## config.mk

```make
export PLATFORM = sky130hd
export DESIGN_NAME = rls_regs
export DESIGN_NICKNAME = d
export VERILOG_FILES = /design/src/core/rls_pkg.sv /design/src/core/rls_irq.sv /design/src/core/rls_regs.sv /design/src/core/rls_snap.sv
export VERILOG_INCLUDE_DIRS = /design/src /design/src/core
export SDC_FILE = /design/constraint.sdc
export NUM_CORES = 1
export LEC_CHECK = 0
export BUFFER_PORTS_ARGS = -buffer_cell sky130_fd_sc_hd__buf_2
export CAP_MARGIN = 5
export CORE_AREA = 5 5 131 133
export CTS_CLUSTER_SIZE = 30
export DETAILED_ROUTE_END_ITERATION = 12
export DIE_AREA = 0 0 136 138
export GPL_TIMING_DRIVEN = 0
export PLACE_DENSITY = 0.78
export SLEW_MARGIN = 5
export SYNTH_ARGS = -nofsm -noshare
export SYNTH_HDL_FRONTEND = slang
export SYNTH_SLANG_ARGS = --single-unit
```

## constraint.sdc

```tcl
create_clock -name clk_in -period 2.3 [get_ports clk_in]
set_input_delay 0.46 -clock clk_in [delete_from_list [all_inputs] [get_ports clk_in]]
set_output_delay 0.46 -clock clk_in [all_outputs]
set_load 0.01 [all_outputs]
```

## src/core/rls_cfg.svh

```systemverilog
`ifndef RLS_CFG_SVH
`define RLS_CFG_SVH

// ----------------------------------------------------------------
// Register indexes (byte address is four times the index).
// ----------------------------------------------------------------
`define RLS_IDX_W       10
`define RLS_IDX_LSEL    10'h0DD
`define RLS_IDX_LID     10'h0E3
`define RLS_IDX_STATE   10'h0E4
`define RLS_IDX_FSYNC   10'h0E5
`define RLS_IDX_DSYNC   10'h0E6
`define RLS_IDX_ISTAT   10'h1F0
`define RLS_IDX_IMASK   10'h1F1

// ----------------------------------------------------------------
// Reset values.
// ----------------------------------------------------------------
`define RLS_LID_RST     16'h0020
`define RLS_STATE_RST   16'h0000
`define RLS_LSEL_RST    4'h0

// ----------------------------------------------------------------
// Field positions and widths.
// ----------------------------------------------------------------
`define RLS_LSEL_HI     3
`define RLS_LSEL_LO     0
`define RLS_LSEL_TOG    4
`define RLS_LID_FLOSS   7
`define RLS_LID_DLOSS   6
`define RLS_LID_REF     5
`define RLS_LID_NUM_HI  4
`define RLS_LID_NUM_LO  0
`define RLS_LID_USED    8
`define RLS_ST_LEN_HI   5
`define RLS_ST_LEN_LO   4
`define RLS_ST_FST_HI   3
`define RLS_ST_FST_LO   2
`define RLS_ST_DST_HI   1
`define RLS_ST_DST_LO   0
`define RLS_ST_USED     6
`define RLS_ID_W        5
`define RLS_F2_W        2
`define RLS_DST_UNUSED  2'b11
`define RLS_IRQ_W       3
`define RLS_IRQ_SNAP    0
`define RLS_IRQ_FSYNC   1
`define RLS_IRQ_DSYNC   2

`endif

```

## src/core/rls_pkg.sv

```systemverilog
package rls_pkg;

  // ----------------------------------------------------------------
  // Shared types.
  // ----------------------------------------------------------------
  typedef logic [15:0] rls_word_t;
  typedef logic [3:0]  rls_link_t;

  // Inverse-mux frame state codes as reported to software.
  typedef enum logic [1:0] {
    RLS_F_HUNT    = 2'b00,
    RLS_F_PRESYNC = 2'b01,
    RLS_F_SYNC    = 2'b10,
    RLS_F_STUFF   = 2'b11
  } rls_fstate_e;

  // Cell delineation state codes; the fourth code is never shown.
  typedef enum logic [1:0] {
    RLS_D_HUNT    = 2'b00,
    RLS_D_PRESYNC = 2'b01,
    RLS_D_SYNC    = 2'b10
  } rls_dstate_e;

endpackage

```

## src/core/rls_irq.sv

```systemverilog
`timescale 1ns/1ps
`include "rls_cfg.svh"

module rls_irq
  import rls_pkg::*;
#(
  parameter int W = `RLS_IRQ_W
) (
  input  wire logic         clk_in,
  input  wire logic         rst_n_in,
  input  wire logic         ce_in,
  input  wire logic [W-1:0] ev_in,
  input  wire logic         w1c_in,
  input  wire logic         mask_wr_in,
  input  wire logic [W-1:0] wdata_in,
  output logic      [W-1:0] stat_out,
  output logic      [W-1:0] mask_out,
  output logic              irq_out
);

  logic [W-1:0] stat_q, stat_d;
  logic [W-1:0] mask_q, mask_d;
  logic         irq_q, irq_d;

  // Set beats clear so an event landing on a clear is kept.
  always_comb begin
    stat_d = (stat_q & ~(w1c_in ? wdata_in : '0)) | ev_in;
    mask_d = mask_wr_in ? wdata_in : mask_q;
    irq_d  = |(stat_d & mask_d);
  end

  // Registers; the clock enable freezes everything.
  always_ff @(posedge clk_in) begin
    if (!rst_n_in) begin
      stat_q <= '0;
      mask_q <= '0;
      irq_q  <= 1'b0;
    end else if (ce_in) begin
      stat_q <= stat_d;
      mask_q <= mask_d;
      irq_q  <= irq_d;
    end
  end

  assign stat_out = stat_q;
  assign mask_out = mask_q;
  assign irq_out  = irq_q;

  chk_set_wins_clear: assert property (@(posedge clk_in)
    disable iff (!rst_n_in) ce_in && w1c_in && ev_in[0] |=> stat_q[0])
    else $error("Event lost against a clear.");

endmodule

```

## src/core/rls_regs.sv

```systemverilog
// Functional notes
// Link select field bits 3:0 picks the link the snapshots describe.
// Snapshots reload only when a link select write completes.
// Identity bits 15:8 and state bits 15:6 read zero.
// Identity bit 7 shows the selected link's frame loss defect.
// Identity bit 6 shows the selected link's delineation loss defect.
// Identity bit 5 is one when the link is the group reference.
// Identity bits 4:0 hold the selected link's identifier number.
// Identity snapshot resets to 0020 hex.
// State bits 5:4 show the selected link's frame length.
// State bits 3:2 give frame state: hunt, presync, sync, stuffed.
// State bits 1:0 give delineation state; code 11 never appears.
// Frame sync status bit n follows link n live.
// Delineation sync status bit n follows link n live.
// Reads change no stored state anywhere.
`timescale 1ns/1ps
`include "rls_cfg.svh"

module rls_regs
  import rls_pkg::*;
#(
  parameter int NL = 16
) (
  input  wire logic                     clk_in,
  input  wire logic                     rst_n_in,
  input  wire logic                     ce_in,
  input  wire logic                     psel_in,
  input  wire logic                     penable_in,
  input  wire logic                     pwrite_in,
  input  wire logic [11:0]              paddr_in,
  input  wire logic [31:0]              pwdata_in,
  output logic      [31:0]              prdata_out,
  output logic                          pready_out,
  output logic                          pslverr_out,
  output logic                          irq_out,
  input  wire logic [NL*`RLS_ID_W-1:0]  link_id_in,
  input  wire logic [NL-1:0]            ref_link_in,
  input  wire logic [NL-1:0]            frame_loss_defect_in,
  input  wire logic [NL-1:0]            delineation_loss_defect_in,
  input  wire logic [NL*`RLS_F2_W-1:0]  frame_len_in,
  input  wire logic [NL*`RLS_F2_W-1:0]  frame_state_in,
  input  wire logic [NL*`RLS_F2_W-1:0]  delin_state_in,
  input  wire logic [NL-1:0]            frame_sync_in,
  input  wire logic [NL-1:0]            delin_sync_in
);

  // ----------------------------------------------------------------
  // Bus decode.
  // ----------------------------------------------------------------
  logic [`RLS_IDX_W-1:0] idx;
  logic                  aligned;
  logic                  hit;
  logic                  setup;
  logic                  access;
  logic                  wr_acc;
  logic                  rd_acc;
  logic                  wr_lsel;
  logic                  wr_istat;
  logic                  wr_imask;

  // The slave never inserts wait states; only a frozen clock stalls it.
  assign pready_out = ce_in;
  assign idx        = paddr_in[11:2];
  assign aligned    = (paddr_in[1:0] == 2'b00);
  assign setup      = psel_in && !penable_in && ce_in;
  assign access     = psel_in && penable_in && ce_in;
  assign wr_acc     = access && pwrite_in;
  assign rd_acc     = access && !pwrite_in;

  // Write strobes for the few writable words.
  assign wr_lsel  = wr_acc && aligned && (idx == `RLS_IDX_LSEL);
  assign wr_istat = wr_acc && aligned && (idx == `RLS_IDX_ISTAT);
  assign wr_imask = wr_acc && aligned && (idx == `RLS_IDX_IMASK);

  // Address map membership; anything else answers with an error.
  always_comb begin
    hit = 1'b0;
    if (aligned) begin
      unique case (idx)
        `RLS_IDX_LSEL,
        `RLS_IDX_LID,
        `RLS_IDX_STATE,
        `RLS_IDX_FSYNC,
        `RLS_IDX_DSYNC,
        `RLS_IDX_ISTAT,
        `RLS_IDX_IMASK: hit = 1'b1;
        default:        hit = 1'b0;
      endcase
    end
  end

  // ----------------------------------------------------------------
  // Link select register.
  // ----------------------------------------------------------------
  rls_link_t lsel_q, lsel_d;
  logic      tog_q, tog_d;

  // Link select store.
  // The toggle bit flips on every completed write, whatever the word,
  // so software can tell that a write really landed.
  always_comb begin
    lsel_d = lsel_q;
    tog_d  = tog_q;
    if (wr_lsel) begin
      lsel_d = pwdata_in[`RLS_LSEL_HI:`RLS_LSEL_LO];
    end
    if (wr_acc) begin
      tog_d = ~tog_q;
    end
  end

  always_ff @(posedge clk_in) begin
    if (!rst_n_in) begin
      lsel_q <= `RLS_LSEL_RST;
      tog_q  <= 1'b0;
    end else if (ce_in) begin
      lsel_q <= lsel_d;
      tog_q  <= tog_d;
    end
  end

  // ----------------------------------------------------------------
  // Snapshot capture.
  // ----------------------------------------------------------------
  rls_word_t lid_w;
  rls_word_t state_w;

  // Load with new link.
  // The load uses the link number being written, not the old one, so
  // the snapshot matches the select value software just set.
  rls_snap #(
    .NL (NL)
  ) u_snap (
    .clk_in                     (clk_in),
    .rst_n_in                   (rst_n_in),
    .ce_in                      (ce_in),
    .load_in                    (wr_lsel),
    .sel_in                     (pwdata_in[`RLS_LSEL_HI:`RLS_LSEL_LO]),
    .link_id_in                 (link_id_in),
    .ref_link_in                (ref_link_in),
    .frame_loss_defect_in       (frame_loss_defect_in),
    .delineation_loss_defect_in (delineation_loss_defect_in),
    .frame_len_in               (frame_len_in),
    .frame_state_in             (frame_state_in),
    .delin_state_in             (delin_state_in),
    .lid_out                    (lid_w),
    .state_out                  (state_w)
  );

  // ----------------------------------------------------------------
  // Events and interrupt.
  // ----------------------------------------------------------------
  logic [NL-1:0]         fsync_prev_q, fsync_prev_d;
  logic [NL-1:0]         dsync_prev_q, dsync_prev_d;
  logic [`RLS_IRQ_W-1:0] ev;
  logic [`RLS_IRQ_W-1:0] istat_w;
  logic [`RLS_IRQ_W-1:0] imask_w;

  // Remember the last sync levels to spot any link changing state.
  always_comb begin
    fsync_prev_d = frame_sync_in;
    dsync_prev_d = delin_sync_in;
  end

  always_ff @(posedge clk_in) begin
    if (!rst_n_in) begin
      fsync_prev_q <= '0;
      dsync_prev_q <= '0;
    end else if (ce_in) begin
      fsync_prev_q <= fsync_prev_d;
      dsync_prev_q <= dsync_prev_d;
    end
  end

  // Event sources: snapshot loaded, any frame or delineation change.
  always_comb begin
    ev                 = '0;
    ev[`RLS_IRQ_SNAP]  = wr_lsel;
    ev[`RLS_IRQ_FSYNC] = |(frame_sync_in ^ fsync_prev_q);
    ev[`RLS_IRQ_DSYNC] = |(delin_sync_in ^ dsync_prev_q);
  end

  rls_irq #(
    .W (`RLS_IRQ_W)
  ) u_irq (
    .clk_in     (clk_in),
    .rst_n_in   (rst_n_in),
    .ce_in      (ce_in),
    .ev_in      (ev),
    .w1c_in     (wr_istat),
    .mask_wr_in (wr_imask),
    .wdata_in   (pwdata_in[`RLS_IRQ_W-1:0]),
    .stat_out   (istat_w),
    .mask_out   (imask_w),
    .irq_out    (irq_out)
  );

  // ----------------------------------------------------------------
  // Read path.
  // ----------------------------------------------------------------
  rls_word_t   rd_word;
  logic [31:0] prdata_q, prdata_d;
  logic        err_q, err_d;

  // Side-effect free reads.
  // Read selection is pure muxing; no read strobe reaches any state.
  always_comb begin
    rd_word = '0;
    if (aligned) begin
      unique case (idx)
        `RLS_IDX_LSEL: begin
          rd_word[`RLS_LSEL_HI:`RLS_LSEL_LO] = lsel_q;
          rd_word[`RLS_LSEL_TOG]              = tog_q;
        end
        `RLS_IDX_LID:   rd_word = lid_w;
        `RLS_IDX_STATE: rd_word = state_w;
        // Live frame sync.
        `RLS_IDX_FSYNC: rd_word[NL-1:0] = frame_sync_in;
        // Live delineation sync.
        `RLS_IDX_DSYNC: rd_word[NL-1:0] = delin_sync_in;
        `RLS_IDX_ISTAT: rd_word[`RLS_IRQ_W-1:0] = istat_w;
        `RLS_IDX_IMASK: rd_word[`RLS_IRQ_W-1:0] = imask_w;
        default:        rd_word = '0;
      endcase
    end
  end

  // Read data and error are caught in the setup cycle so that both
  // leave flip-flops; live bits are therefore one cycle old at the
  // access edge, which is invisible at bus speed.
  always_comb begin
    prdata_d = prdata_q;
    err_d    = err_q;
    if (setup) begin
      prdata_d = {16'h0000, rd_word};
      err_d    = !hit;
    end
  end

  always_ff @(posedge clk_in) begin
    if (!rst_n_in) begin
      prdata_q <= '0;
      err_q    <= 1'b0;
    end else if (ce_in) begin
      prdata_q <= prdata_d;
      err_q    <= err_d;
    end
  end

  assign prdata_out  = prdata_q;
  assign pslverr_out = err_q;

  // ----------------------------------------------------------------
  // Checks.
  // ----------------------------------------------------------------
  logic rd_fsync;
  logic rd_dsync;
  assign rd_fsync = setup && !pwrite_in && aligned && idx == `RLS_IDX_FSYNC;
  assign rd_dsync = setup && !pwrite_in && aligned && idx == `RLS_IDX_DSYNC;

  chk_lsel_write: assert property (@(posedge clk_in)
    disable iff (!rst_n_in)
    wr_lsel |=> lsel_q == $past(pwdata_in[`RLS_LSEL_HI:`RLS_LSEL_LO]))
    else $error("Link select not stored.");

  chk_fsync_live: assert property (@(posedge clk_in)
    disable iff (!rst_n_in)
    rd_fsync |=> prdata_out[NL-1:0] == $past(frame_sync_in)
             && prdata_out[31:NL] == '0)
    else $error("Frame sync read wrong.");

  chk_dsync_live: assert property (@(posedge clk_in)
    disable iff (!rst_n_in)
    rd_dsync |=> prdata_out[NL-1:0] == $past(delin_sync_in)
             && prdata_out[31:NL] == '0)
    else $error("Delineation sync read wrong.");

  chk_read_clean: assert property (@(posedge clk_in)
    disable iff (!rst_n_in)
    rd_acc |=> $stable(lsel_q) && $stable(tog_q) && $stable(lid_w)
           && $stable(state_w) && $stable(imask_w))
    else $error("A read changed stored state.");

  chk_unmapped_err: assert property (@(posedge clk_in) disable iff (!rst_n_in)
    setup && !hit |=> pslverr_out && prdata_out == '0)
    else $error("Unmapped access not refused.");

  chk_irq_level: assert property (@(posedge clk_in) disable iff (!rst_n_in)
    ce_in && wr_imask && pwdata_in[`RLS_IRQ_W-1:0] == '0
      |=> !irq_out)
    else $error("Interrupt high with all masked.");

  cov_fsync_read: cover property (@(posedge clk_in) disable iff (!rst_n_in)
    rd_fsync ##1 prdata_out[0]);
  cov_irq_seen: cover property (@(posedge clk_in) disable iff (!rst_n_in)
    $rose(irq_out));
  cov_err_seen: cover property (@(posedge clk_in) disable iff (!rst_n_in)
    access && pslverr_out);
  cov_select_load: cover property (@(posedge clk_in) disable iff (!rst_n_in)
    wr_lsel ##1 rd_acc);

endmodule

```

## src/core/rls_snap.sv

```systemverilog
`timescale 1ns/1ps
`include "rls_cfg.svh"

module rls_snap
  import rls_pkg::*;
#(
  parameter int NL = 16
) (
  input  wire logic                     clk_in,
  input  wire logic                     rst_n_in,
  input  wire logic                     ce_in,
  input  wire logic                     load_in,
  input  wire rls_link_t                sel_in,
  input  wire logic [NL*`RLS_ID_W-1:0]  link_id_in,
  input  wire logic [NL-1:0]            ref_link_in,
  input  wire logic [NL-1:0]            frame_loss_defect_in,
  input  wire logic [NL-1:0]            delineation_loss_defect_in,
  input  wire logic [NL*`RLS_F2_W-1:0]  frame_len_in,
  input  wire logic [NL*`RLS_F2_W-1:0]  frame_state_in,
  input  wire logic [NL*`RLS_F2_W-1:0]  delin_state_in,
  output rls_word_t                     lid_out,
  output rls_word_t                     state_out
);

  rls_word_t               lid_q, lid_d;
  rls_word_t               st_q, st_d;
  logic [`RLS_ID_W-1:0]    s_id;
  logic [`RLS_F2_W-1:0]    s_len;
  logic [`RLS_F2_W-1:0]    s_draw;
  rls_fstate_e             s_fst;
  rls_dstate_e             s_dst;
  logic                    s_ref, s_floss, s_dloss, load_ce;

  // Pick the selected link's values from the control protocol cells.
  assign s_id    = link_id_in[sel_in*`RLS_ID_W +: `RLS_ID_W];
  assign s_len   = frame_len_in[sel_in*`RLS_F2_W +: `RLS_F2_W];
  assign s_fst   = rls_fstate_e'(
                     frame_state_in[sel_in*`RLS_F2_W +: `RLS_F2_W]);
  assign s_draw  = delin_state_in[sel_in*`RLS_F2_W +: `RLS_F2_W];
  assign s_ref   = ref_link_in[sel_in];
  assign s_floss = frame_loss_defect_in[sel_in];
  assign s_dloss = delineation_loss_defect_in[sel_in];
  assign load_ce = load_in && ce_in;

  // Unused code masked.
  // A stray unused code from the machine is shown as hunt.
  assign s_dst = (s_draw == `RLS_DST_UNUSED) ? RLS_D_HUNT
                                             : rls_dstate_e'(s_draw);

  // Load on write.
  always_comb begin
    lid_d = lid_q;
    st_d  = st_q;
    if (load_in) begin
      // High bits zero.
      lid_d = '0;
      st_d  = '0;
      // Frame loss bit.
      lid_d[`RLS_LID_FLOSS] = s_floss;
      // Delineation loss bit.
      lid_d[`RLS_LID_DLOSS] = s_dloss;
      // Reference link flag.
      lid_d[`RLS_LID_REF] = s_ref;
      // Link identifier field.
      lid_d[`RLS_LID_NUM_HI:`RLS_LID_NUM_LO] = s_id;
      // Frame length field.
      st_d[`RLS_ST_LEN_HI:`RLS_ST_LEN_LO] = s_len;
      // Frame state field.
      st_d[`RLS_ST_FST_HI:`RLS_ST_FST_LO] = s_fst;
      st_d[`RLS_ST_DST_HI:`RLS_ST_DST_LO] = s_dst;
    end
  end

  // Reset snapshot values.
  always_ff @(posedge clk_in) begin
    if (!rst_n_in) begin
      lid_q <= `RLS_LID_RST;
      st_q  <= `RLS_STATE_RST;
    end else if (ce_in) begin
      lid_q <= lid_d;
      st_q  <= st_d;
    end
  end

  assign lid_out   = lid_q;
  assign state_out = st_q;

  // ----------------------------------------------------------------
  // Checks.
  // ----------------------------------------------------------------
  chk_snap_hold: assert property (@(posedge clk_in)
    disable iff (!rst_n_in)
    !load_ce |=> $stable(lid_q) && $stable(st_q))
    else $error("Snapshot changed without a load.");
  chk_high_zero: assert property (@(posedge clk_in)
    disable iff (!rst_n_in)
    lid_q[15:`RLS_LID_USED] == '0 && st_q[15:`RLS_ST_USED] == '0)
    else $error("Unused snapshot bits not zero.");
  chk_floss_load: assert property (@(posedge clk_in)
    disable iff (!rst_n_in)
    load_ce |=> lid_q[`RLS_LID_FLOSS] == $past(s_floss))
    else $error("Frame loss bit wrong.");
  chk_dloss_load: assert property (@(posedge clk_in)
    disable iff (!rst_n_in)
    load_ce |=> lid_q[`RLS_LID_DLOSS] == $past(s_dloss))
    else $error("Delineation loss bit wrong.");
  chk_ref_load: assert property (@(posedge clk_in)
    disable iff (!rst_n_in)
    load_ce |=> lid_q[`RLS_LID_REF] == $past(s_ref))
    else $error("Reference flag wrong.");
  chk_id_load: assert property (@(posedge clk_in)
    disable iff (!rst_n_in)
    load_ce |=> lid_q[`RLS_LID_NUM_HI:`RLS_LID_NUM_LO] == $past(s_id))
    else $error("Link identifier wrong.");
  chk_lid_reset: assert property (@(posedge clk_in)
    !rst_n_in |=> lid_q == `RLS_LID_RST)
    else $error("Identity snapshot reset value wrong.");
  chk_len_load: assert property (@(posedge clk_in)
    disable iff (!rst_n_in)
    load_ce |=> st_q[`RLS_ST_LEN_HI:`RLS_ST_LEN_LO] == $past(s_len))
    else $error("Frame length wrong.");
  chk_fstate_load: assert property (@(posedge clk_in)
    disable iff (!rst_n_in)
    load_ce |=> st_q[`RLS_ST_FST_HI:`RLS_ST_FST_LO] == $past(s_fst))
    else $error("Frame state wrong.");
  chk_dstate_legal: assert property (@(posedge clk_in)
    disable iff (!rst_n_in)
    st_q[`RLS_ST_DST_HI:`RLS_ST_DST_LO] != `RLS_DST_UNUSED)
    else $error("Unused delineation code shown.");
  cov_snap_load: cover property (@(posedge clk_in) disable iff (!rst_n_in)
    load_ce ##1 lid_q[`RLS_LID_REF] == 1'b0);

endmodule

```

; Yosys cells after proc, flatten, opt, wreduce, memory -nomap -nowiden
; Cells that the tools add are included.
[classes]
bitwise_logic = 7
n_shift = 4
n_lt_le_gt_ge = 1
eq_ne = 8
mux = 15
n_reduce_logical = 19
multipliers = 1
[op_table]
columns = operator, n
row1 = 32-bit by 6-bit indexed part select with 2-bit output, 3
row2 = 80-bit by 8-bit indexed part select with 5-bit output, 1
row3 = 10-bit by 8-bit equality test with 1-bit output (second input constant), 5
row4 = 11-bit case mux with 4 select lines, 1
row5 = 16-bit OR reduction, 2
row6 = 16-bit XOR, 2
row7 = 3-bit case mux with 7 select lines, 1
row8 = 10-bit by 9-bit equality test with 1-bit output (second input constant), 2
row9 = 16-bit two-way mux, 1
row10 = 1-bit binary-select mux with 4-bit select, 3
row11 = 2-bit case mux with 5 select lines, 1
row12 = 1-bit logical AND, 9
row13 = 4-bit by 3-bit multiplier with 7-bit output (second input constant), 1
row14 = 7-bit OR reduction, 1
row15 = 3-bit AND, 2
row16 = 3-bit two-way mux, 2
row17 = 2-bit AND reduction, 3
row18 = 4-bit by 5-bit < comparator with 1-bit output (second input constant), 1
row19 = 1-bit two-way mux, 5
row20 = 3-bit inverter, 1
row21 = 3-bit OR, 1
row22 = 3-bit OR reduction, 1
row23 = 2-bit equality test (second input constant), 1
row24 = 1-bit zero test, 2
row25 = 3 further kinds, 3
[word_totals]
input_bits = 306
output_inout_bits = 35
regBits = 75
elab_cells = 66

; Depth between registers and ports, before layout
; Gate-level depths: netlist of run 1.
[logic_depth]
ltp_word = 11
depth_mapped = 8

; Hierarchy
; From an unflattened synthesis of run 1, not the netlist that was laid out.
[hier_totals]
hier_cells = 561
hier_area_um2 = 5804.3
[by_module_without_submodules]
columns = module, area_per_inst_um2, n_inst, seq_area_each_um2, cells_per_inst
row1 = rls_regs, 3062.9, 1, 1081.0, 339
row2 = rls_snap, 2364.8, 1, 280.3, 182
row3 = rls_irq, 376.6, 1, 140.1, 40

; Least setup slack after synthesis of run 1
; Ideal clock, no wire load.
[synth_timing]
path_type = input-to-reg
startpoint = input paddr_in[3]
endpoint = register u_irq.irq_q (netlist: u_irq.irq_out)
n_path_buf = 1
path_slack_ns = -0.142
setup_ns = 0.121
required_ns = 2.179
stages = 7
t_arrival_ns = 2.321
cell_sequence = buf_6 nand4b_2 or4_4 or3b_4 a2111oi_4 a21o_1 a31oi_1
[synth_between]
elab_chain_len = 8
[synth_lines]
columns = element, line_no
row1 = start: declaration, rls_regs.sv:30  ; input wire logic [11:0] paddr_in,
row2 = 10-bit by 9-bit equality test with 1-bit output, n/a
row3 = 1-bit logical AND, rls_regs.sv:72  ; assign wr_istat = wr_acc && aligned && (idx == `RLS_IDX_ISTAT);
row4 = 3-bit two-way mux, rls_irq.sv:27  ; stat_d = (stat_q & ~(w1c_in ? wdata_in : '0)) | ev_in;
row5 = 3-bit inverter, rls_irq.sv:27
row6 = 3-bit AND, rls_irq.sv:27
row7 = 3-bit OR, rls_irq.sv:27
row8 = 3-bit AND *, rls_irq.sv:29  ; irq_d = |(stat_d & mask_d);
row9 = 3-bit OR reduction *, rls_irq.sv:29
row10 = end signal: assignment, rls_irq.sv:41  ; irq_q <= irq_d;
row11 = end: declaration, rls_irq.sv:23  ; logic irq_q, irq_d;
; Every way passes the cells marked *; elsewhere a longest branch is shown, timed or not.
; A chain may end at the register's enable or synchronous reset.

; Worst setup path in the final report of run 1
[layout_timing]
startpoint = input paddr_in[1]
endpoint = register u_irq.irq_q (netlist: u_irq.irq_out)
[layout_between]
elab_chain_len = 9
[layout_lines]
columns = element, line_no
row1 = 2-bit zero test *, rls_regs.sv:64  ; assign aligned = (paddr_in[1:0] == 2'b00);
row2 = 1-bit logical AND *, "rls_regs.sv:71, rls_regs.sv:72, rls_regs.sv:73"
row3 = 1-bit logical AND, rls_regs.sv:72
row4 = 3-bit two-way mux, rls_irq.sv:27
row5 = 3-bit inverter, rls_irq.sv:27
row6 = 3-bit AND, rls_irq.sv:27
row7 = 3-bit OR, rls_irq.sv:27
row8 = 3-bit AND *, rls_irq.sv:29
row9 = 3-bit OR reduction *, rls_irq.sv:29
; Marks and branches as above.

==> summary.md, run 1 <==
| Metric | Value |
|---|---|
| Status | complete, but fails checks |
| Failing checks | negative setup slack |
| Core ar. | 15700 µm² |
| FFs w/ async S/R, synth | 0% |
| CTS max path bufs | 2 |
| Initial antenna violation count | 3 |
| Area delta synth->final | 39.5% |
| TNS Setup | -44.1 ps |
| Pre-CTS WS | -563 ps |
| Multiplexer area fraction after synthesis | 36.0% |
| Worst VDD drop | 0.323 mV |
| Crit start category | primary input |
| Final hold violation count | 0 |
| Die area | 18800 µm² |
| Final number of setup-violating endpoints | 1 |
| WL/cell | 21.1 µm |
| Clock Pin Slew Worst Setup and Hold Paths | 60 ps |
| Initial Util | 34.9% |
| Port Buffers | 290 |
| Remaining Overflow, GRT | 0 |
| Largest fanout on the critical path | 4 |
| Core Util, Final | 48.6% |
| Top_reg_cell synth | dfxtp_1 |
| Final nets | 1137 |
| Register area share after synthesis | 27.4% |
| Post-Synth XOR/XNOR Area | 5.44% |
| Drt total wl | 22200 µm |
| Data required, critical path | 2520 ps |
| Share of layout cells above drive strength 1 | 50.6% |
| Slew headroom | 44.9% |
| Worst Tran Pin Value | 827 ps |
| CP endpoint kind | flip-flop |
| Synth top area share | 28.0% |
| Largest net degree at the start of global routing | 14 |
| Largest family of logic cells by synthesized area | multiplexers |
| Critical path class | primary input to flip-flop |
| CTS tree | done |
| Number of synthesized flops with an enable pin | 0 |
| RSZ-0062 raised after global routing | yes |
| Vias per cell | 5.28 |
| Avg Inst Size Synth | 10.6 µm² |
| Post-DP HPWL | 18600 µm |
| Fin. max-slew vios | 0 |
| GP Congestion | 0.926 |
| Max Freq | 0.427 GHz |
| Remaining DRCs | 0 |
| Hold Crit Class | primary input to flip-flop |
| Post-synth top cells | 75 x dfxtp_1, 68 x mux4_2, 64 x nand2_1, 38 x nor2b_1, 37 x mux2i_1 |
| Filler Cells Inserted | 1486 |
| Setup Fix Bufs, Post-CTS | 0 |
| Adder-Cell Fraction of Synth Area | 0% |
| Ranking of synthesized cells by area | mux4_2 28%, dfxtp_1 27%, mux2i_1 6.8% |
| Initial DRC Count | 274 |
| Max cap viols | 0 |
| #FFs+latches synth | 75 |
| Clk sinks | 75 |
| CTS buffer count | 9 |
| Compound-Gate Fraction of Synth Area | 9.84% |
| Yosys top cell by area | mux4_2 |
| Static Leakage | 3.38 nW |
| Number of routed nets with antenna violations | 0 |
| Num ports | 341 |
| Fin worst setup slack | -44.1 ps |
| Worst EP arrival | 2560 ps |
| Simple-Gate Fraction of Synth Area | 15.6% |
| Vias in the first global route | 6149 |
| Total GRT Usage | 23.4% |
| Final Critical Period | 2340 ps |
| Cells after Synth | 515 |
| Cell with the most instances after synthesis | dfxtp_1 |
| DIE WIDTH | 136 µm |
| DR vias | 5563 |
| Yosys cell types | 52 |
| Clock latency at the later pin of the worst-skew pair | 340 ps |
| Worst clock skew | 7.09 ps |
| First-pass GRT wire length | 33800 µm |
| H-tree levels | 3 |
| Ys Warns | 0 |
| Root Buffer | clkbuf_16 |
| DR pass1 iterations | 5 |
| Die Ht | 138 µm |
| # rows | 46 |
| Power Dens Cells | 488 nW/µm² |
| Tcrit/Tclk final | 102% |
| Synth Cell Area | 5480 µm² |
-- report_power, final --
group          switching, mW  internal, mW
logic                  0.389         0.512
registers             0.0259          1.34
clock network          0.565         0.903
-- layer usage --
metal | wire length [µm] | up-vias | GRT usage, %
met4 | 704 | 2 | 8.17
li1 | - | 2541 | -
met2 | 11300 | 298 | 41.7
met5 | 13 | - | 0
met1 | 8410 | 2677 | 27.4
met3 | 1780 | 45 | 5.08
-- state kept, by name, indices dropped and copies added (netlist names), 3 cells and up --
name,flops
fsync_prev_q,16
u_irq.stat_out,3
u_irq.mask_out,3
lsel_q,4
prdata_out,16
dsync_prev_q,16
u_snap.lid_out,8
u_snap.state_out,6
-- logic make-up (layout without fill, tap and decap cells) --
kind of cell | count (synthesis) | after routing
buffers and inverters | 61 | 367
muxes | 111 | 111
DFF | 75 | 75
and+or+nand+nor | 160 | 160
xor gates and xnor gates | 34 | 34
other | 1 | 18
AOI/OAI and AO/OA | 73 | 73
-- placed cells by master (no fill, tap or decap), types with 15 or more instances in the layout --
cell,count
mux4_2,68
a22oi_1,15
o21ai_0,18
mux2i_1,37
buf_2,299
nand2_1,64
conb_1,16
nor2b_1,38
a21boi_0,15
xnor2_1,23
dfxtp_1,75
clkbuf_1,18
buf_4,18
-- worst paths after layout --
path	start	end	slack (ps)	depth (start not counted)
worst min register to register	u_snap.state_out[4]	u_snap.state_out[4]	460	2
worst min-delay path	delin_sync_in[0]	dsync_prev_q[0]	430	3
worst max register to register	fsync_prev_q[2]	u_irq.stat_out[1]	610	5
worst max-delay path	paddr_in[1]	u_irq.irq_out	-40	7
-- final cells by class --
class | instances | area (µm²) | share of cell area (%)
multi-input combinational | 394 | 3750 | 49.1
sequential | 75 | 1500 | 19.6
timing repair buffer | 290 | 1470 | 19.2
buffer | 57 | 315 | 4.13
tap | 216 | 270 | 3.54
clock buffer | 11 | 253 | 3.31
clock inverter | 5 | 61.3 | 0.802
inverter | 4 | 15.0 | 0.196
antenna | 2 | 5.00 | 0.0655
-- through the flow --
stage	cell area [µm²]	hold WS, ps	power, mW	instances
4_1_cts	7620	426	3.74	1052
5_1_grt	7640	454	3.87	1054
3_3_place_gp	7270	451	2.27	1036
6_report	7640	430	3.73	1054
3_5_place_dp	7270	461	2.28	1036
2_1_floorplan	5550	438	1.89	530
-- worst max-delay path, stage by stage --
cell and delay [ps]:
buf_8 110, or4b_4 530, or4_4 470, or3b_4 420, a2111oi_4 340, a21o_1 150, a31oi_1 90
-- what timing repair did --
item,in CTS,in global routing
setup endpoints to repair,26,20
pin swaps,1,0
resized for setup,13,8
hold buffers,0,0
Note: power is estimated with default switching activity, not from simulation.
==> inputs of run 2 (changes only) <==
--- a/config.mk
+++ b/config.mk
@@ -9,11 +9,13 @@
 export BUFFER_PORTS_ARGS = -buffer_cell sky130_fd_sc_hd__buf_2
 export CAP_MARGIN = 5
 export CORE_AREA = 5 5 131 133
-export CTS_CLUSTER_SIZE = 30
+export CTS_CLUSTER_SIZE = 16
 export DETAILED_ROUTE_END_ITERATION = 12
 export DIE_AREA = 0 0 136 138
 export GPL_TIMING_DRIVEN = 0
+export MAX_ROUTING_LAYER = met4
 export PLACE_DENSITY = 0.78
+export SKIP_CTS_REPAIR_TIMING = 1
 export SLEW_MARGIN = 5
 export SYNTH_ARGS = -nofsm -noshare
 export SYNTH_HDL_FRONTEND = slang
==> summary.md, run 2 (synthesis gave the netlist of run 1 again) <==
| Metric | Value |
|---|---|
| Initial antenna violation count | 2 |
| Initial DRC Count | 368 |
| First-pass GRT wire length | 33100 µm |
| DIE WIDTH | 136 µm |
| CTS tree | done |
| Final Critical Period | 2380 ps |
| Slowest cell delay on critical path | 530 ps |
| RSZ-0062 raised after global routing | yes |
| Worst clock skew | 6.71 ps |
| Clock Pin Slew Worst Setup and Hold Paths | 60 ps |
| Critical path class | primary input to flip-flop |
| DR pass1 iterations | 5 |
| CP endpoint kind | flip-flop |
| Critical path's slowest cell | or4b_4 |
| Number of routed nets with antenna violations | 0 |
| Die area | 18800 µm² |
| FF+latch area | 1500 µm² |
| Internal Power | 2.61 mW |
| Worst EP arrival | 2600 ps |
| Most frequent cells in the layout | 298 x buf_2, 75 x dfxtp_1, 68 x mux4_2, 64 x nand2_1, 38 x nor2b_1 |
| Die Ht | 138 µm |
| Area delta synth->final | 38.7% |
| Final hold violation count | 0 |
| Post-DP HPWL | 18700 µm |
| Worst Tran Pin Value | 774 ps |
| CTS max path bufs | 2 |
| Critical path cell sequence | buf_2 > or4b_4 > or4_4 > or3b_4 > a2111oi_4 > a21o_1 > a31oi_1 |
| Worst VDD drop | 0.359 mV |
| NetSw | 0.988 mW |
| Fin worst setup slack | -83.6 ps |
| Largest fanout on the critical path | 4 |
| Remaining DRCs | 0 |
| Static Leakage | 3.34 nW |
| GP Congestion | 0.918 |
| Pre-CTS WS | -581 ps |
| Sw Share | 27.4% |
| Hold Crit Class | primary input to flip-flop |
| Clk sinks | 75 |
| Largest net degree at the start of global routing | 15 |
| Share of layout cells above drive strength 1 | 50.5% |
| TNS Setup | -83.6 ps |
| Clk pwr share | 37.1% |
| Final nets | 1137 |
| Most common cell after layout, fill and taps aside | buf_2 |
| Root Buffer | clkbuf_16 |
| Vias per cell | 5.24 |
| Drt total wl | 22100 µm |
| Area of the multi-input gates | 3750 µm² |
| Max Freq | 0.420 GHz |
| Data required, critical path | 2510 ps |
| Tcrit/Tclk final | 104% |
| Fin. max-slew vios | 0 |
| Clock latency at the later pin of the worst-skew pair | 340 ps |
| H-tree levels | 3 |
| Power Dens Cells | 474 nW/µm² |
| Final number of setup-violating endpoints | 1 |
| CTS buffer count | 9 |
| Port Buffers | 290 |
| Failing checks | negative setup slack |
| Crit start category | primary input |
| Status | complete, but fails checks |
| WL/cell | 20.9 µm |
| Core Util, Final | 48.4% |
| Core ar. | 15700 µm² |
| Sequential power share | 37.9% |
| Vias in the first global route | 5942 |
| Filler Cells Inserted | 1493 |
| # rows | 46 |
| Initial Util | 34.9% |
| Slew headroom | 48.4% |
| Num ports | 341 |
| Remaining Overflow, GRT | 0 |
| DR vias | 5523 |
| Comb pwr share | 25.0% |
| Total GRT Usage | 23.7% |
| Max cap viols | 0 |
run 2: cell types whose count changed in the layout (fill, tap and decap cells not counted), sizes merged, moves of 2 or more:
cell and change:
clkinv -4, clkinvlp +4, buf -3, clkbuf +2, inv +2
run 2: metal layers:
| layer | track usage (%) | vias up | wire length, µm |
|---|---|---|---|
| met5 | - | - | 0 |
| met4 | 9.07 | 0 | 877 |
| met3 | 4.64 | 51 | 1730 |
| met2 | 39.7 | 333 | 11100 |
| met1 | 27.9 | 2594 | 8390 |
| li1 | - | 2545 | - |
run 2: cell type report:
type / count / share of cell area (%)
Timing Repair Buffer: 290 / 19.1
Clock buffer: 10 / 3.15
Tap cell: 216 / 3.56
Multi-Input combinational cell: 394 / 49.4
Antenna cell: 3 / 0.0988
Clock inverter: 6 / 0.626
Inverter: 4 / 0.198
Sequential cell: 75 / 19.8
Buffer: 57 / 4.08
run 2: worst paths after layout:
| check | start | slack (ps) | endpoint | cells past startpoint |
|---|---|---|---|---|
| worst max register to register | fsync_prev_q[2] | 620 | u_irq.stat_out[1] | 5 |
| worst min register to register | u_snap.state_out[4] | 470 | u_snap.state_out[4] | 2 |
| worst max-delay path | paddr_in[1] | -80 | u_irq.irq_out | 7 |
| worst min-delay path | delin_sync_in[13] | 430 | dsync_prev_q[13] | 3 |
run 2: power groups by stage:
stage	logic [mW]	registers, mW	clock network, mW
detailed placement	0.893	1.39	0
CTS	0.896	1.36	1.36
finish	0.900	1.36	1.34
global route	0.971	1.37	1.42
floorplan	0.499	1.39	0
global placement	0.877	1.39	0
run 2: metrics by stage:
| step | cell area, µm² | cells | hold WS (ps) | power, mW |
|---|---|---|---|---|
| 2_1_floorplan | 5550 | 530 | 438 | 1.89 |
| 3_3_place_gp | 7270 | 1036 | 452 | 2.27 |
| 3_5_place_dp | 7270 | 1036 | 462 | 2.28 |
| 4_1_cts | 7550 | 1052 | 419 | 3.62 |
| 5_1_grt | 7590 | 1054 | 448 | 3.76 |
| 6_report | 7600 | 1055 | 433 | 3.60 |
run 2: critical path: cells and delay by family:
| kind | cells | cell delay [ps] |
|---|---|---|
| simple gates | 3 | 1400 |
| compound gates | 3 | 590 |
| buf+inv | 1 | 140 |
==> inputs of run 3 (changes only) <==
--- a/config.mk
+++ b/config.mk
@@ -15,6 +15,7 @@
 export GPL_TIMING_DRIVEN = 0
 export MAX_ROUTING_LAYER = met4
 export PLACE_DENSITY = 0.78
+export RECOVER_POWER = 50
 export SKIP_CTS_REPAIR_TIMING = 1
 export SLEW_MARGIN = 5
 export SYNTH_ARGS = -nofsm -noshare
==> summary.md, run 3 (synthesis gave the netlist of run 1 again) <==
| Metric | Value |
|---|---|
| Number of routed nets with antenna violations | 0 |
| Worst clock skew | 6.51 ps |
| CP endpoint kind | flip-flop |
| Die area | 18800 µm² |
| Worst Tran Pin Value | 773 ps |
| Critical path cell sequence | buf_2 > or4b_4 > or4_4 > or3b_4 > a2111oi_4 > a21o_1 > a31oi_1 |
| Largest net degree at the start of global routing | 15 |
| Initial DRC Count | 399 |
| Final hold violation count | 0 |
| Static Leakage | 3.26 nW |
| Finished Layout Cells | 1055 |
| TNS Setup | -82.8 ps |
| Post-DP HPWL | 18700 µm |
| Initial Util | 34.9% |
| DR pass1 iterations | 5 |
| Final number of setup-violating endpoints | 1 |
| CP endpoint | u_irq.irq_out |
| Remaining Overflow, GRT | 0 |
| Worst path bufs/invs | 1 |
| Status | complete, but fails checks |
| Worst EP arrival | 2600 ps |
| Total Power | 3.60 mW |
| CP top delay family | simple AND/OR/NAND/NOR gates |
| Final nets | 1137 |
| Remaining DRCs | 0 |
| CTS tree | done |
| DIE WIDTH | 136 µm |
| First-pass GRT wire length | 33100 µm |
| Root Buffer | clkbuf_16 |
| Share of layout cells above drive strength 1 | 48.2% |
| Post-DP Area | 7270 µm² |
| Total GRT Usage | 23.7% |
| Final Critical Period | 2380 ps |
| R2R setup slack | 640 ps |
| Data required, critical path | 2510 ps |
| Clock latency at the later pin of the worst-skew pair | 340 ps |
| Worst Setup SP | paddr_in[1] |
| Worst R2R Path Depth | 5 |
| Die Ht | 138 µm |
| Max Freq | 0.420 GHz |
| Most common cell after layout, fill and taps aside | buf_2 |
| Hold Crit Class | primary input to flip-flop |
| Post-route cell area | 7560 µm² |
| Fin. max-slew vios | 0 |
| Slew headroom | 48.5% |
| Reg2reg start | fsync_prev_q[2] |
| Core Util, Final | 48.1% |
| Power Dens Cells | 475 nW/µm² |
| CTS max path bufs | 2 |
| Pre-CTS WS | -581 ps |
| Worst VDD drop | 0.358 mV |
| Core ar. | 15700 µm² |
| Critical path class | primary input to flip-flop |
| Crit start category | primary input |
| WL/cell | 20.9 µm |
| CTS buffer count | 9 |
| Num ports | 341 |
| Largest fanout on the critical path | 4 |
| Slowest cell delay on critical path | 530 ps |
| Max cap viols | 0 |
| Worst path depth | 7 |
| Failing checks | negative setup slack |
| Drt total wl | 22100 µm |
| Clock Pin Slew Worst Setup and Hold Paths | 60 ps |
| Filler Cells Inserted | 1506 |
| WHS | 431 ps |
| Reg-to-reg endpoint | u_irq.stat_out[1] |
| RSZ-0062 raised after global routing | yes |
| Area delta synth->final | 38.1% |
| Fin worst setup slack | -82.8 ps |
| DR vias | 5473 |
| Critical path's slowest cell | or4b_4 |
| Cells after DPL | 1036 |
| Clk sinks | 75 |
| Most frequent cells in the layout | 279 x buf_2, 75 x dfxtp_1, 68 x mux4_2, 64 x nand2_1, 39 x clkbuf_1 |
| GP Congestion | 0.918 |
| # rows | 46 |
| Initial antenna violation count | 2 |
| Tcrit/Tclk final | 104% |
| Vias in the first global route | 5942 |
| Port Buffers | 290 |
| Vias per cell | 5.19 |
| H-tree levels | 3 |
[run 3: layout make-up]
type | instances | area (µm²) | share of cell area, %
multi-input combinational | 394 | 3750 | 49.5
sequential | 75 | 1500 | 19.8
timing repair buffer | 290 | 1430 | 18.9
buffer | 57 | 310 | 4.10
tap | 216 | 270 | 3.57
clock buffer | 10 | 239 | 3.16
clock inverter | 6 | 47.5 | 0.629
inverter | 4 | 15.0 | 0.198
antenna | 3 | 7.51 | 0.0992
[run 3: tightest hold or removal path, stage by stage]
cell	delay, ps
buf_2	110
mux2i_1	70
nor2b_1	90
[run 3: routing by layer]
layer  part of all wire [%]  up-vias  global-route usage (%)  wire length (µm)
li1                       -     2542                       -                 -
met1                     38     2584                    27.9              8420
met2                     50      299                    39.7             11100
met3                    7.8       48                    4.64              1720
met4                    3.9        0                    9.07               853
met5                      0        -                       -                 0
[run 3: how the worst min path moves through the flow]
| stage | start | to | cells past startpoint |
|---|---|---|---|
| 4_1_cts | delin_sync_in[13] | dsync_prev_q[13] | 3 |
| 3_5_place_dp | u_snap.state_out[4] | u_snap.state_out[4] | 2 |
| 3_3_place_gp | u_snap.state_out[4] | u_snap.state_out[4] | 2 |
| 6_report | delin_sync_in[13] | dsync_prev_q[13] | 3 |
| 2_1_floorplan | u_snap.state_out[3] | u_snap.state_out[3] | 2 |
| 5_1_grt | delin_sync_in[14] | dsync_prev_q[14] | 3 |
[run 3: power breakdown]
group          leakage, nW  internal [mW]  switching, mW
sequential           0.612           1.34         0.0257
clock                0.128          0.766          0.568
combinational         2.52          0.508          0.390
total                 3.26           2.61          0.984
